## src/rtl/sfcd_cfg.svh

```systemverilog
// constants of the serial flash command decoder
`ifndef SFCD_CFG_SVH
`define SFCD_CFG_SVH
`define SFCD_OP_RD_HS    8'h1B
`define SFCD_OP_RD_FAST  8'h0B
`define SFCD_OP_RD_LF    8'h03
`define SFCD_OP_RD_DUAL  8'h3B
`define SFCD_OP_ER_4K    8'h20
`define SFCD_OP_ER_32K   8'h52
`define SFCD_OP_ER_64K   8'hD8
`define SFCD_OP_ER_CHIPA 8'h60
`define SFCD_OP_ER_CHIPB 8'hC7
`define SFCD_OP_PROG     8'h02
`define SFCD_OP_PROG_DI  8'hA2
`define SFCD_OP_SUSPEND  8'hB0
`define SFCD_OP_RESUME   8'hD0
`define SFCD_OP_WR_EN    8'h06
`define SFCD_OP_WR_DIS   8'h04
`define SFCD_OP_PROT     8'h36
`define SFCD_OP_UNPROT   8'h39
`define SFCD_OP_RD_PROT  8'h3C
`define SFCD_OP_LOCK     8'h33
`define SFCD_OP_FREEZE   8'h34
`define SFCD_OP_RD_LOCK  8'h35
`define SFCD_OP_OTP_PROG 8'h9B
`define SFCD_OP_OTP_RD   8'h77
`define SFCD_OP_RD_STAT  8'h05
`define SFCD_OP_WR_STAT1 8'h01
`define SFCD_OP_WR_STAT2 8'h31
`define SFCD_OP_RESET    8'hF0
`define SFCD_OP_RD_ID    8'h9F
`define SFCD_OP_PD_ENTER 8'hB9
`define SFCD_OP_PD_EXIT  8'hAB
`define SFCD_ADDR_BYTES  2'h3
`define SFCD_ID_MAX      3'h4
`define SFCD_FIFO_DEPTH  16
`endif

```

## src/rtl/sfcd_pkg.sv

```systemverilog
// types of the serial flash command decoder
package sfcd_pkg;
    typedef enum logic [2:0] {
        SFCD_IDLE  = 3'b000,
        SFCD_OPC   = 3'b001,
        SFCD_ADDR  = 3'b010,
        SFCD_DUMMY = 3'b011,
        SFCD_HDR   = 3'b100,
        SFCD_DIN   = 3'b101,
        SFCD_DOUT  = 3'b110,
        SFCD_IGN   = 3'b111
    } sfcd_state_e;

    typedef enum logic [1:0] {
        SFCD_NONE = 2'b00,
        SFCD_IN   = 2'b01,
        SFCD_OUT  = 2'b10
    } sfcd_dir_e;

    typedef struct packed {
        logic      valid;
        logic [1:0] naddr;
        logic [1:0] ndummy;
        sfcd_dir_e dir;
        logic      dual;
        logic [2:0] maxb;  // 0: unlimited
    } sfcd_info_s;
endpackage

```

## src/rtl/sfcd_decoder.sv

```systemverilog
// serial flash command decoder with its write-data fifo
`timescale 1ns/100ps
`include "sfcd_cfg.svh"

module sfcd_fifo #(
    parameter int WIDTH = 8,
    parameter int DEPTH = `SFCD_FIFO_DEPTH
) (
    input  wire logic             clk_in,       // clock
    input  wire logic             rst_in,       // async reset, high
    input  wire logic             in_valid_in,  // write strobe
    output logic                  in_ready_out, // room left
    input  wire logic [WIDTH-1:0] in_data_in,   // write data
    output logic                  out_valid_out,// data present
    input  wire logic             out_ready_in, // drain strobe
    output logic [WIDTH-1:0]      out_data_out  // head word
);
    localparam int AW = $clog2(DEPTH);
    logic [WIDTH-1:0] mem_q [DEPTH];
    logic [AW-1:0]    wr_q;
    logic [AW-1:0]    rd_q;
    logic [AW:0]      cnt_q;
    logic             wr_en;
    logic             rd_en;

    assign in_ready_out  = (cnt_q != (AW+1)'(DEPTH));
    assign out_valid_out = (cnt_q != '0);
    assign out_data_out  = mem_q[rd_q];
    assign wr_en = in_valid_in & in_ready_out;
    assign rd_en = out_ready_in & out_valid_out;

    always_ff @(posedge clk_in) begin
        if (wr_en) begin
            mem_q[wr_q] <= in_data_in;
        end
    end

    always_ff @(posedge clk_in or posedge rst_in) begin
        if (rst_in) begin
            wr_q  <= '0;
            rd_q  <= '0;
            cnt_q <= '0;
        end else begin
            if (wr_en) begin
                wr_q <= (wr_q == AW'(DEPTH-1)) ? '0 : wr_q + 1'b1;
            end
            if (rd_en) begin
                rd_q <= (rd_q == AW'(DEPTH-1)) ? '0 : rd_q + 1'b1;
            end
            cnt_q <= cnt_q + (AW+1)'(wr_en) - (AW+1)'(rd_en);
        end
    end
endmodule

module sfcd_decoder #(
    parameter int FIFO_DEPTH = `SFCD_FIFO_DEPTH
) (
    input  wire logic        mclk_in,        // system clock
    input  wire logic        sys_rst_in,     // async reset, high
    input  wire logic        cs_n_in,        // chip select pin, low
    input  wire logic        sck_in,         // serial clock pin
    input  wire logic        si_in,          // serial data in pin
    output logic             so_out,         // serial data out
    output logic             so_oe_out,      // so drive enable
    output logic             sio_out,        // second line in dual read
    output logic             sio_oe_out,     // sio drive enable
    output logic             cmd_start_out,  // header complete pulse
    output logic [7:0]       cmd_opcode_out, // decoded opcode
    output logic [22:0]      cmd_addr_out,   // array address
    output logic             cmd_end_out,    // command closed pulse
    output logic             overrun_out,    // data lost, fifo full
    input  wire logic [7:0]  tx_data_in,     // next byte to send
    output logic             tx_req_out,     // tx byte taken pulse
    output logic             wr_valid_out,   // write data present
    input  wire logic        wr_ready_in,    // write data taken
    output logic [7:0]       wr_data_out     // write data byte
);
    sfcd_pkg::sfcd_state_e state_q;
    sfcd_pkg::sfcd_info_s  info_q;
    sfcd_pkg::sfcd_info_s  look;
    logic       cs_m_q, cs_s_q;
    logic       sck_m_q, sck_s_q, sck_p_q;
    logic       si_m_q, si_s_q;
    logic       sck_rise, sck_fall, cs_act;
    logic [2:0] bit_q;
    logic [7:0] sh_q;
    logic [7:0] byte_w;
    logic [1:0] cnt_q;
    logic [23:0] addr_q;
    logic [2:0] din_n_q;
    logic       started_q;
    logic       push_q;
    logic [7:0] push_data_q;
    logic       fifo_ready;
    logic [7:0] txsh_q;
    logic [2:0] tbit_q;
    logic [2:0] tbyte_q;
    logic       tx_last;

    function automatic sfcd_pkg::sfcd_info_s lookup(input logic [7:0] op);
        sfcd_pkg::sfcd_info_s r;
        r = '{valid: 1'b1, naddr: 2'h0, ndummy: 2'h0,
              dir: sfcd_pkg::SFCD_NONE, dual: 1'b0, maxb: 3'h0};
        case (op)
            `SFCD_OP_RD_HS, `SFCD_OP_OTP_RD: begin
                r.naddr  = `SFCD_ADDR_BYTES;
                r.ndummy = 2'h2;
                r.dir    = sfcd_pkg::SFCD_OUT;
            end
            `SFCD_OP_RD_FAST: begin
                r.naddr  = `SFCD_ADDR_BYTES;
                r.ndummy = 2'h1;
                r.dir    = sfcd_pkg::SFCD_OUT;
            end
            `SFCD_OP_RD_DUAL: begin
                r.naddr  = `SFCD_ADDR_BYTES;
                r.ndummy = 2'h1;
                r.dir    = sfcd_pkg::SFCD_OUT;
                r.dual   = 1'b1;
            end
            `SFCD_OP_RD_LF, `SFCD_OP_RD_PROT, `SFCD_OP_RD_LOCK: begin
                r.naddr = `SFCD_ADDR_BYTES;
                r.dir   = sfcd_pkg::SFCD_OUT;
            end
            `SFCD_OP_ER_4K, `SFCD_OP_ER_32K, `SFCD_OP_ER_64K,
            `SFCD_OP_PROT, `SFCD_OP_UNPROT: begin
                r.naddr = `SFCD_ADDR_BYTES;
            end
            `SFCD_OP_PROG, `SFCD_OP_PROG_DI, `SFCD_OP_OTP_PROG: begin
                r.naddr = `SFCD_ADDR_BYTES;
                r.dir   = sfcd_pkg::SFCD_IN;
            end
            `SFCD_OP_LOCK, `SFCD_OP_FREEZE: begin
                r.naddr = `SFCD_ADDR_BYTES;
                r.dir   = sfcd_pkg::SFCD_IN;
                r.maxb  = 3'h1;
            end
            `SFCD_OP_WR_STAT1, `SFCD_OP_WR_STAT2,
            `SFCD_OP_RESET: begin
                r.dir  = sfcd_pkg::SFCD_IN;
                r.maxb = 3'h1;
            end
            `SFCD_OP_RD_STAT: begin
                r.dir = sfcd_pkg::SFCD_OUT;
            end
            `SFCD_OP_RD_ID: begin
                r.dir  = sfcd_pkg::SFCD_OUT;
                r.maxb = `SFCD_ID_MAX;
            end
            `SFCD_OP_ER_CHIPA, `SFCD_OP_ER_CHIPB,
            `SFCD_OP_SUSPEND, `SFCD_OP_RESUME,
            `SFCD_OP_WR_EN, `SFCD_OP_WR_DIS,
            `SFCD_OP_PD_ENTER, `SFCD_OP_PD_EXIT: begin
                r.valid = 1'b1;
            end
            default: begin
                r.valid = 1'b0;
            end
        endcase
        return r;
    endfunction

    // pins cross two flops; edges are found on the settled copies
    always_ff @(posedge mclk_in or posedge sys_rst_in) begin
        if (sys_rst_in) begin
            cs_m_q  <= 1'b1;
            cs_s_q  <= 1'b1;
            sck_m_q <= 1'b0;
            sck_s_q <= 1'b0;
            sck_p_q <= 1'b0;
            si_m_q  <= 1'b0;
            si_s_q  <= 1'b0;
        end else begin
            cs_m_q  <= cs_n_in;
            cs_s_q  <= cs_m_q;
            sck_m_q <= sck_in;
            sck_s_q <= sck_m_q;
            sck_p_q <= sck_s_q;
            si_m_q  <= si_in;
            si_s_q  <= si_m_q;
        end
    end

    assign sck_rise = sck_s_q & ~sck_p_q;
    assign sck_fall = ~sck_s_q & sck_p_q;
    assign cs_act   = ~cs_s_q;
    assign byte_w   = {sh_q[6:0], si_s_q};
    assign look     = lookup(byte_w);

    // command framing
    always_ff @(posedge mclk_in or posedge sys_rst_in) begin
        if (sys_rst_in) begin
            state_q     <= sfcd_pkg::SFCD_IDLE;
            info_q      <= '0;
            bit_q       <= 3'h0;
            sh_q        <= 8'h00;
            cnt_q       <= 2'h0;
            addr_q      <= 24'h000000;
            din_n_q     <= 3'h0;
            started_q   <= 1'b0;
            cmd_start_out  <= 1'b0;
            cmd_end_out    <= 1'b0;
            cmd_opcode_out <= 8'h00;
            overrun_out <= 1'b0;
            push_q      <= 1'b0;
            push_data_q <= 8'h00;
        end else begin
            cmd_start_out <= 1'b0;
            cmd_end_out   <= 1'b0;
            overrun_out   <= 1'b0;
            push_q        <= 1'b0;
            if (!cs_act) begin
                // no start was flagged if the header was short
                cmd_end_out <= started_q;
                started_q   <= 1'b0;
                state_q     <= sfcd_pkg::SFCD_IDLE;
                bit_q       <= 3'h0;
            end else if (state_q == sfcd_pkg::SFCD_IDLE) begin
                state_q <= sfcd_pkg::SFCD_OPC;
                bit_q   <= 3'h0;
                cnt_q   <= 2'h0;
                din_n_q <= 3'h0;
            end else if (state_q == sfcd_pkg::SFCD_HDR) begin
                cmd_start_out <= 1'b1;
                started_q     <= 1'b1;
                case (info_q.dir)
                    sfcd_pkg::SFCD_IN:  state_q <= sfcd_pkg::SFCD_DIN;
                    sfcd_pkg::SFCD_OUT: state_q <= sfcd_pkg::SFCD_DOUT;
                    // opcode-only or address-only: extra bits dropped
                    default: state_q <= sfcd_pkg::SFCD_IGN;
                endcase
            end else if (sck_rise && state_q != sfcd_pkg::SFCD_IGN &&
                         state_q != sfcd_pkg::SFCD_DOUT) begin
                sh_q  <= byte_w;
                bit_q <= bit_q + 3'h1;
                if (bit_q == 3'h7) begin
                    case (state_q)
                        sfcd_pkg::SFCD_OPC: begin
                            cmd_opcode_out <= byte_w;
                            info_q <= look;
                            if (!look.valid) begin
                                state_q <= sfcd_pkg::SFCD_IGN;
                            end else if (look.naddr != 2'h0) begin
                                state_q <= sfcd_pkg::SFCD_ADDR;
                            end else begin
                                state_q <= sfcd_pkg::SFCD_HDR;
                            end
                        end
                        sfcd_pkg::SFCD_ADDR: begin
                            addr_q <= {addr_q[15:0], byte_w};
                            cnt_q  <= cnt_q + 2'h1;
                            if (cnt_q == info_q.naddr - 2'h1) begin
                                cnt_q   <= 2'h0;
                                state_q <= (info_q.ndummy != 2'h0) ?
                                           sfcd_pkg::SFCD_DUMMY :
                                           sfcd_pkg::SFCD_HDR;
                            end
                        end
                        sfcd_pkg::SFCD_DUMMY: begin
                            cnt_q <= cnt_q + 2'h1;
                            if (cnt_q == info_q.ndummy - 2'h1) begin
                                state_q <= sfcd_pkg::SFCD_HDR;
                            end
                        end
                        sfcd_pkg::SFCD_DIN: begin
                            // the link cannot stall, so a full fifo
                            // ends intake for this command
                            if (fifo_ready) begin
                                push_q      <= 1'b1;
                                push_data_q <= byte_w;
                                din_n_q     <= din_n_q + 3'h1;
                                if (info_q.maxb != 3'h0 &&
                                    din_n_q + 3'h1 == info_q.maxb) begin
                                    state_q <= sfcd_pkg::SFCD_IGN;
                                end
                            end else begin
                                overrun_out <= 1'b1;
                                state_q     <= sfcd_pkg::SFCD_IGN;
                            end
                        end
                        default: begin
                            state_q <= sfcd_pkg::SFCD_IGN;
                        end
                    endcase
                end
            end
        end
    end

    assign cmd_addr_out = addr_q[22:0];

    assign tx_last = info_q.dual ? (tbit_q == 3'h3) : (tbit_q == 3'h7);

    // read data, driven on falling edges
    always_ff @(posedge mclk_in or posedge sys_rst_in) begin
        if (sys_rst_in) begin
            txsh_q     <= 8'h00;
            tbit_q     <= 3'h0;
            tbyte_q    <= 3'h0;
            tx_req_out <= 1'b0;
            so_out     <= 1'b0;
            sio_out    <= 1'b0;
            so_oe_out  <= 1'b0;
            sio_oe_out <= 1'b0;
        end else begin
            tx_req_out <= 1'b0;
            if (!cs_act || (state_q != sfcd_pkg::SFCD_DOUT &&
                            state_q != sfcd_pkg::SFCD_HDR)) begin
                so_oe_out  <= 1'b0;
                sio_oe_out <= 1'b0;
                so_out     <= 1'b0;
                sio_out    <= 1'b0;
            end else if (state_q == sfcd_pkg::SFCD_HDR) begin
                if (info_q.dir == sfcd_pkg::SFCD_OUT) begin
                    txsh_q     <= tx_data_in;
                    tx_req_out <= 1'b1;
                    tbit_q     <= 3'h0;
                    tbyte_q    <= 3'h1;
                end
            end else begin
                so_oe_out  <= 1'b1;
                sio_oe_out <= info_q.dual;
                if (sck_fall) begin
                    so_out  <= txsh_q[7];
                    sio_out <= txsh_q[6];
                    if (tx_last) begin
                        tbit_q <= 3'h0;
                        // id read pads with zero past its last byte
                        if (info_q.maxb != 3'h0 &&
                            tbyte_q == info_q.maxb) begin
                            txsh_q <= 8'h00;
                        end else begin
                            txsh_q     <= tx_data_in;
                            tx_req_out <= 1'b1;
                            tbyte_q    <= tbyte_q + 3'h1;
                        end
                    end else begin
                        tbit_q <= tbit_q + 3'h1;
                        txsh_q <= info_q.dual ? {txsh_q[5:0], 2'b00}
                                              : {txsh_q[6:0], 1'b0};
                    end
                end
            end
        end
    end

    sfcd_fifo #(
        .WIDTH(8),
        .DEPTH(FIFO_DEPTH)
    ) u_fifo (
        .clk_in       (mclk_in),
        .rst_in       (sys_rst_in),
        .in_valid_in  (push_q),
        .in_ready_out (fifo_ready),
        .in_data_in   (push_data_q),
        .out_valid_out(wr_valid_out),
        .out_ready_in (wr_ready_in),
        .out_data_out (wr_data_out)
    );
endmodule

```

## config.mk

```make
export PLATFORM = sky130hd
export DESIGN_NAME = sfcd_decoder
export DESIGN_NICKNAME = d
export VERILOG_FILES = /design/src/rtl/sfcd_pkg.sv /design/src/rtl/sfcd_decoder.sv
export VERILOG_INCLUDE_DIRS = /design/src /design/src/rtl
export SDC_FILE = /design/constraint.sdc
export NUM_CORES = 1
export LEC_CHECK = 0
export BUFFER_PORTS_ARGS = -buffer_cell sky130_fd_sc_hd__buf_2
export CORE_ASPECT_RATIO = 0.5
export CORE_MARGIN = 5
export CORE_UTILIZATION = 30
export CTS_CLUSTER_SIZE = 25
export DETAILED_ROUTE_END_ITERATION = 8
export SYNTH_ARGS = -nofsm -noshare
export SYNTH_HDL_FRONTEND = slang
export SYNTH_SLANG_ARGS = --single-unit
export TNS_END_PERCENT = 100
```

## constraint.sdc

```tcl
create_clock -name mclk_in -period 8.23 [get_ports mclk_in]
set_clock_uncertainty 0.15 [all_clocks]
set_input_delay 1.2345 -clock mclk_in [delete_from_list [all_inputs] [get_ports mclk_in]]
set_output_delay 1.2345 -clock mclk_in [all_outputs]
set_load 0.01 [all_outputs]
```

==> metrics, run 1 <==
Rows=47; post-cts hold buffer count=0; top_reg_cell synth=edfxtp_1; Slew @ Worst Pin=1180 ps; synthesized area per cell=14.2 µm²; final worst path period need=roughly 4300 ps; synth cell count leaders=edfxtp_1 (128), dfrtp_1 (107), nand2_1 (77); Die ar.=38,300 µm²; die height=around 140 µm; total track usage=around 11%; clock-pin slew on the worst setup and hold paths=60 ps; CORE AREA=33,500 µm²; htree depth=1; die width=roughly 270 µm; pwr dens=248 nW/µm²; first-pass GRT wire length=between 30 and 40 mm; post-layout power=2.89 mW; area grow syn2layout=13.3%; Hold Path Stages=0; FF-to-FF path depth=6; Tcrit/Tclk final=a little over half; CP Data Arrival Time=between 2000 and 3000 ps; Final setup viols=0; Starting Density=30.8%; drt via density=roughly 4.9; I/O pin cnt=62; worst-path maximum fanout=37; vias in the first global route=6,165; CTS sink count=237; Netlist cell types=60; unrepaired setup endpoints after global routing=false; post-CTS setup buffer count=0; worst rel slew slack=21.2%; CTS Buffer Depth=3; CTS Buf Count=23; Hold Crit Start=sck_m_q; ant diodes=0; sequential-to-total area share from yosys stat=63.9%; number of antenna violations at the first check in global routing=0; drt first pass iters=4; number of flops mapped to enable cells by yosys=~130; Mapped Nets=between 700 and 800; Syn Inst Count=approximately 720; status=complete, no violations; share of the synthesized area in the top cell type=between 30% and 40%; Netlist Area Pre-Place=10,300 µm²; fill count=roughly 3,200; GPL Wtd Cong=a little under 0.8; largest net degree at the start of global routing=between 60 and 70; FF-to-FF setup slack=4970 ps; share of cells above drive strength 1=between 20% and 30%; Total Wirelength=21.8 mm; clk_lat worst skew=520 ps; Worst VDD drop=130 µV; Worst R2R Start=state_q[1]; ANT nets after route=0; port bufs=61; clock root cell=clkbuf_16; post-CTS sizing=0; Post-Route Setup TNS=0 ps; Startpoint Class=flip-flop; WL/cell=17.8 µm; Setup CP Type=flip-flop to output port; Fmax achieved=231 MHz; top area cells in the synthesized netlist=edfxtp_1 (37%), dfrtp_1 (26%), mux4_2 (8.8%); dominant cell type by area after synthesis=edfxtp_1; max-slew violations=0; total congestion overflow=0; most common cell in the netlist=edfxtp_1; FF-to-FF End=tbyte_q[0]; max-cap violations=0; hpwl dp=between 10 and 15 mm; CP Capture Type=output port; Req. time, crit path=6850 ps; worst hold-check path type=flip-flop to flip-flop; CTS tree=yes; crit path launch=u_fifo.rd_q[0]; leak pwr=4.38 nW; asr flop ratio synth=between 40% and 50%; # DRC=0; initial drt markers=580; Seq cells post-synth=between 200 and 250; Hold Vio Cnt, Final=0; Yosys Warn Count=0; vias after detailed routing=6,033; Worst Hold Path EP=sck_s_q; nets=801
## final cells by class
type	instances	area, µm²	area share [%]
multi-input combinational	422	3440	29.5
tap	441	552	4.73
timing repair buffer	63	320	2.75
inverter	22	85.1	0.730
clock buffer	31	636	5.45
clock inverter	9	48.8	0.419
sequential	237	6580	56.4
## worst max-delay path, stage by stage (launching register included)
cell and delay (ps):
dfrtp_2 1130, mux4_2 600, mux4_2 530, buf_2 170
## metrics by stage
| stage | std cells | hold WS [ps] | area, µm² | utilization, % | setup slack [ps] |
|---|---|---|---|---|---|
| after floorplan | 724 | 181 | 10300 | - | 3970 |
| after global placement | 1185 | 187 | 11000 | 32.8 | 4430 |
| after detailed placement | 1185 | 186 | 11000 | 32.8 | 4350 |
| after CTS | 1225 | 203 | 11700 | 34.8 | 3810 |
| after global routing | 1225 | 217 | 11700 | 34.8 | 3690 |
| final | 1225 | 205 | 11700 | 34.8 | 3890 |
## worst max path at each step
| stage | depth (start not counted) | slack (ps) | endpoint |
|---|---|---|---|
| final | 3 | 3890 | wr_data_out[7] |
| after CTS | 3 | 3810 | wr_data_out[7] |
| after floorplan | 1 | 3970 | addr_q[0] |
| after global placement | 3 | 4430 | wr_data_out[7] |
| after global routing | 3 | 3690 | wr_data_out[7] |
| after detailed placement | 3 | 4350 | wr_data_out[7] |
## routing by layer
layer	global-route usage, %	vias to the layer above	routed length [µm]
li1	-	2804	-
met1	15.7	3054	10000
met2	18.1	139	10100
met3	2.53	36	1190
met4	2.87	0	455
met5	0	-	0
## power by group
part           switching (mW)  internal (mW)  leakage, nW  total (mW)
clock network           0.435          0.540        0.330       0.975
registers               0.179           1.29         2.46        1.47
logic                   0.216          0.223         1.59       0.439
total                   0.830           2.06         4.38        2.89
## registers in the layout, summed over array words and instances (netlist names), 2 cells and up
register / flops
u_fifo.wr_q: 4
tbyte_q: 3
cnt_q: 2
din_n_q: 3
u_fifo.mem_q: 128
push_data_q: 8
txsh_q: 8
u_fifo.cnt_q: 5
state_q: 3
sh_q: 7
cmd_opcode_out: 8
bit_q: 3
tbit_q: 3
info_q: 8
addr_q: 23
u_fifo.rd_q: 4
## cells in the final DEF (no fill, tap or decap), drive strengths merged, types with 4 or more instances in the layout
cell,count
nand3b,4
nor4b,4
nand4b,5
edfxtp,128
inv,23
and2,14
mux2,38
a32oi,5
xnor2,10
a31oi,5
nand3,13
nand2,77
a21oi,19
o21ai,42
xor2,8
and3,7
a22oi,6
nor3,8
nor2,25
nand2b,8
clkinv,6
ha,17
o211ai,5
nor2b,8
dfrtp,107
buf,63
mux4,40
nand4,9
nor3b,5
clkbuf,31
## cell families (layout without fill, tap and decap cells)
family	after synthesis	count (layout)	share of synthesized area (%)
flops	237	237	63.9
simple gates	201	201	10.1
compound gates	105	105	6.42
mux	80	80	13.1
buf+inv	65	125	2.70
fa+ha+maj	18	18	2.26
xor+xnor	18	18	1.53
No activity file was read; power rests on OpenSTA's default activity.
==> run 2: changes to the inputs <==
clock period = 3.7 ns   (was 8.23 ns; I/O delays follow)
==> run 2 against run 1 <==
Global-route usage decreased by 0.27 points. Combinational power increased to 2.6 times the previous value. Non-clock buffer count increased by 9. Sequential cell count unchanged.
==> metrics, run 2 (synthesis results as in run 1) <==
clock root cell=clkbuf_16; final design utilization=a little over a third; die height=141 µm; total track usage=11.0%; Total Wirelength=roughly 21 mm; fill count=3,136; Req. time, crit path=approximately 3000 ps; drt via density=between 4 and 5; Post-Route Setup TNS=0 ps; CP Capture Type=output port; Worst Path Buf+Inv=2; DP Area=11,000 µm²; CTS Buffer Depth=3; I/O pin cnt=62; first-pass GRT wire length=34.4 mm; CTS sink count=roughly 240; multi-input logic area=3440 µm²; die width=about 270 µm; post-layout power=6.53 mW; clock-pin slew on the worst setup and hold paths=60 ps; worst hold slack=38.4 ps; post-CTS setup buffer count=0; leak pwr=4.53 nW; max-slew violations=0; Worst path max stage delay=approximately 600 ps; number of antenna violations at the first check in global routing=0; worst hold-check path type=primary input to async pin; CP Data Arrival Time=2420 ps; port bufs=61; non-filler cells, final=1,234; placed cell count=around 1,200; ant diodes=0; CTS Buf Count=24; max-cap violations=0; max FFs per register=around 130; clk_lat worst skew=~500 ps; commonest non-fill, non-tap cell in the layout=edfxtp_1; drt first pass iters=4; Startpoint Class=flip-flop; CTS tree=yes; final worst path period need=between 3000 and 4000 ps; Top delay family on crit path=multiplexers; Fmax achieved=320 MHz; fin worst setup slack=578 ps; htree depth=1; worst rel slew slack=about a third; most used cell, CP=mux4_2; worst-path cell chain=buf_12 -> mux4_2 -> mux4_2 -> buf_2; critical path's slowest cell=mux4_2; share of cells above drive strength 1=23.5%; most frequent cells in the layout=edfxtp_1 (128), dfrtp_1 (106), nand2_1 (77); fin area=11,800 µm²; Slew @ Worst Pin=973 ps; initial drt markers=491; Regs by FF count=u_fifo.mem_q x128, addr_q x23; # DRC=0; ANT nets after route=0; pwr dens=554 nW/µm²; total congestion overflow=0; Post-Place Setup Slack=1010 ps; CORE AREA=33,500 µm²; Final setup viols=0; Rows=47; Largest Register=u_fifo.mem_q; vias in the first global route=6,049; register area=6580 µm²; Tcrit/Tclk final=84.4%; hpwl dp=~14 mm; Starting Density=30.8%; post-CTS sizing=0; Worst VDD drop=340 µV; WL/cell=17.3 µm; Die ar.=roughly 38,000 µm²; status=complete, no violations; worst-path maximum fanout=37; vias after detailed routing=6,074; nets=811; largest net degree at the start of global routing=61; GPL Wtd Cong=0.790; unrepaired setup endpoints after global routing=false; Setup CP Type=flip-flop to output port; Hold Vio Cnt, Final=0; area grow syn2layout=14.6%
run 2: area by class of cell:
class / count / area share (%)
Multi-Input combinational cell: 422 / 29.2
Inverter: 22 / 0.722
Sequential cell: 237 / 55.8
Tap cell: 441 / 4.68
Timing Repair Buffer: 72 / 3.57
Clock inverter: 4 / 0.191
Clock buffer: 36 / 5.91
run 2: repair_timing:
| action | in CTS | in global routing |
|---|---|---|
| hold endpoints to repair | 3 | 0 |
| endpoints found under the setup margin | 0 | 0 |
| hold buffers | 3 | 0 |
run 2: where the power goes:
| group | leakage [nW] | total [mW] | internal, mW | switching, mW |
|---|---|---|---|---|
| Clock | 0.343 | 2.22 | 1.29 | 0.932 |
| Sequential | 2.54 | 3.15 | 2.88 | 0.269 |
| Combinational | 1.65 | 1.16 | 0.523 | 0.635 |
| Total | 4.53 | 6.53 | 4.69 | 1.84 |
run 2: final timing paths:
| check | slack [ps] | cells after the start | startpoint | to |
|---|---|---|---|---|
| max | 580 | 4 | u_fifo.rd_q[0] | wr_data_out[4] |
| min | 40 | 2 | sys_rst_in | u_fifo.rd_q[2] |
| max reg2reg | 970 | 7 | state_q[2] | tbyte_q[0] |
| min reg2reg | 200 | 0 | sck_m_q | sck_s_q |
| max in group asynchronous | 2610 | 3 | sys_rst_in | addr_q[1] |
| min in group mclk_in | 140 | 3 | tx_data_in[0] | txsh_q[0] |
run 2: per-layer routing:
layer / part of all wire (%) / up-vias / global-route usage, % / routed length [µm]
li1: - / 2824 / - / -
met1: 48 / 3118 / 15.9 / 10200
met2: 47 / 105 / 17.7 / 10100
met3: 3.7 / 27 / 1.95 / 801
met4: 1.5 / 0 / 2.25 / 315
met5: 0 / - / 0 / 0
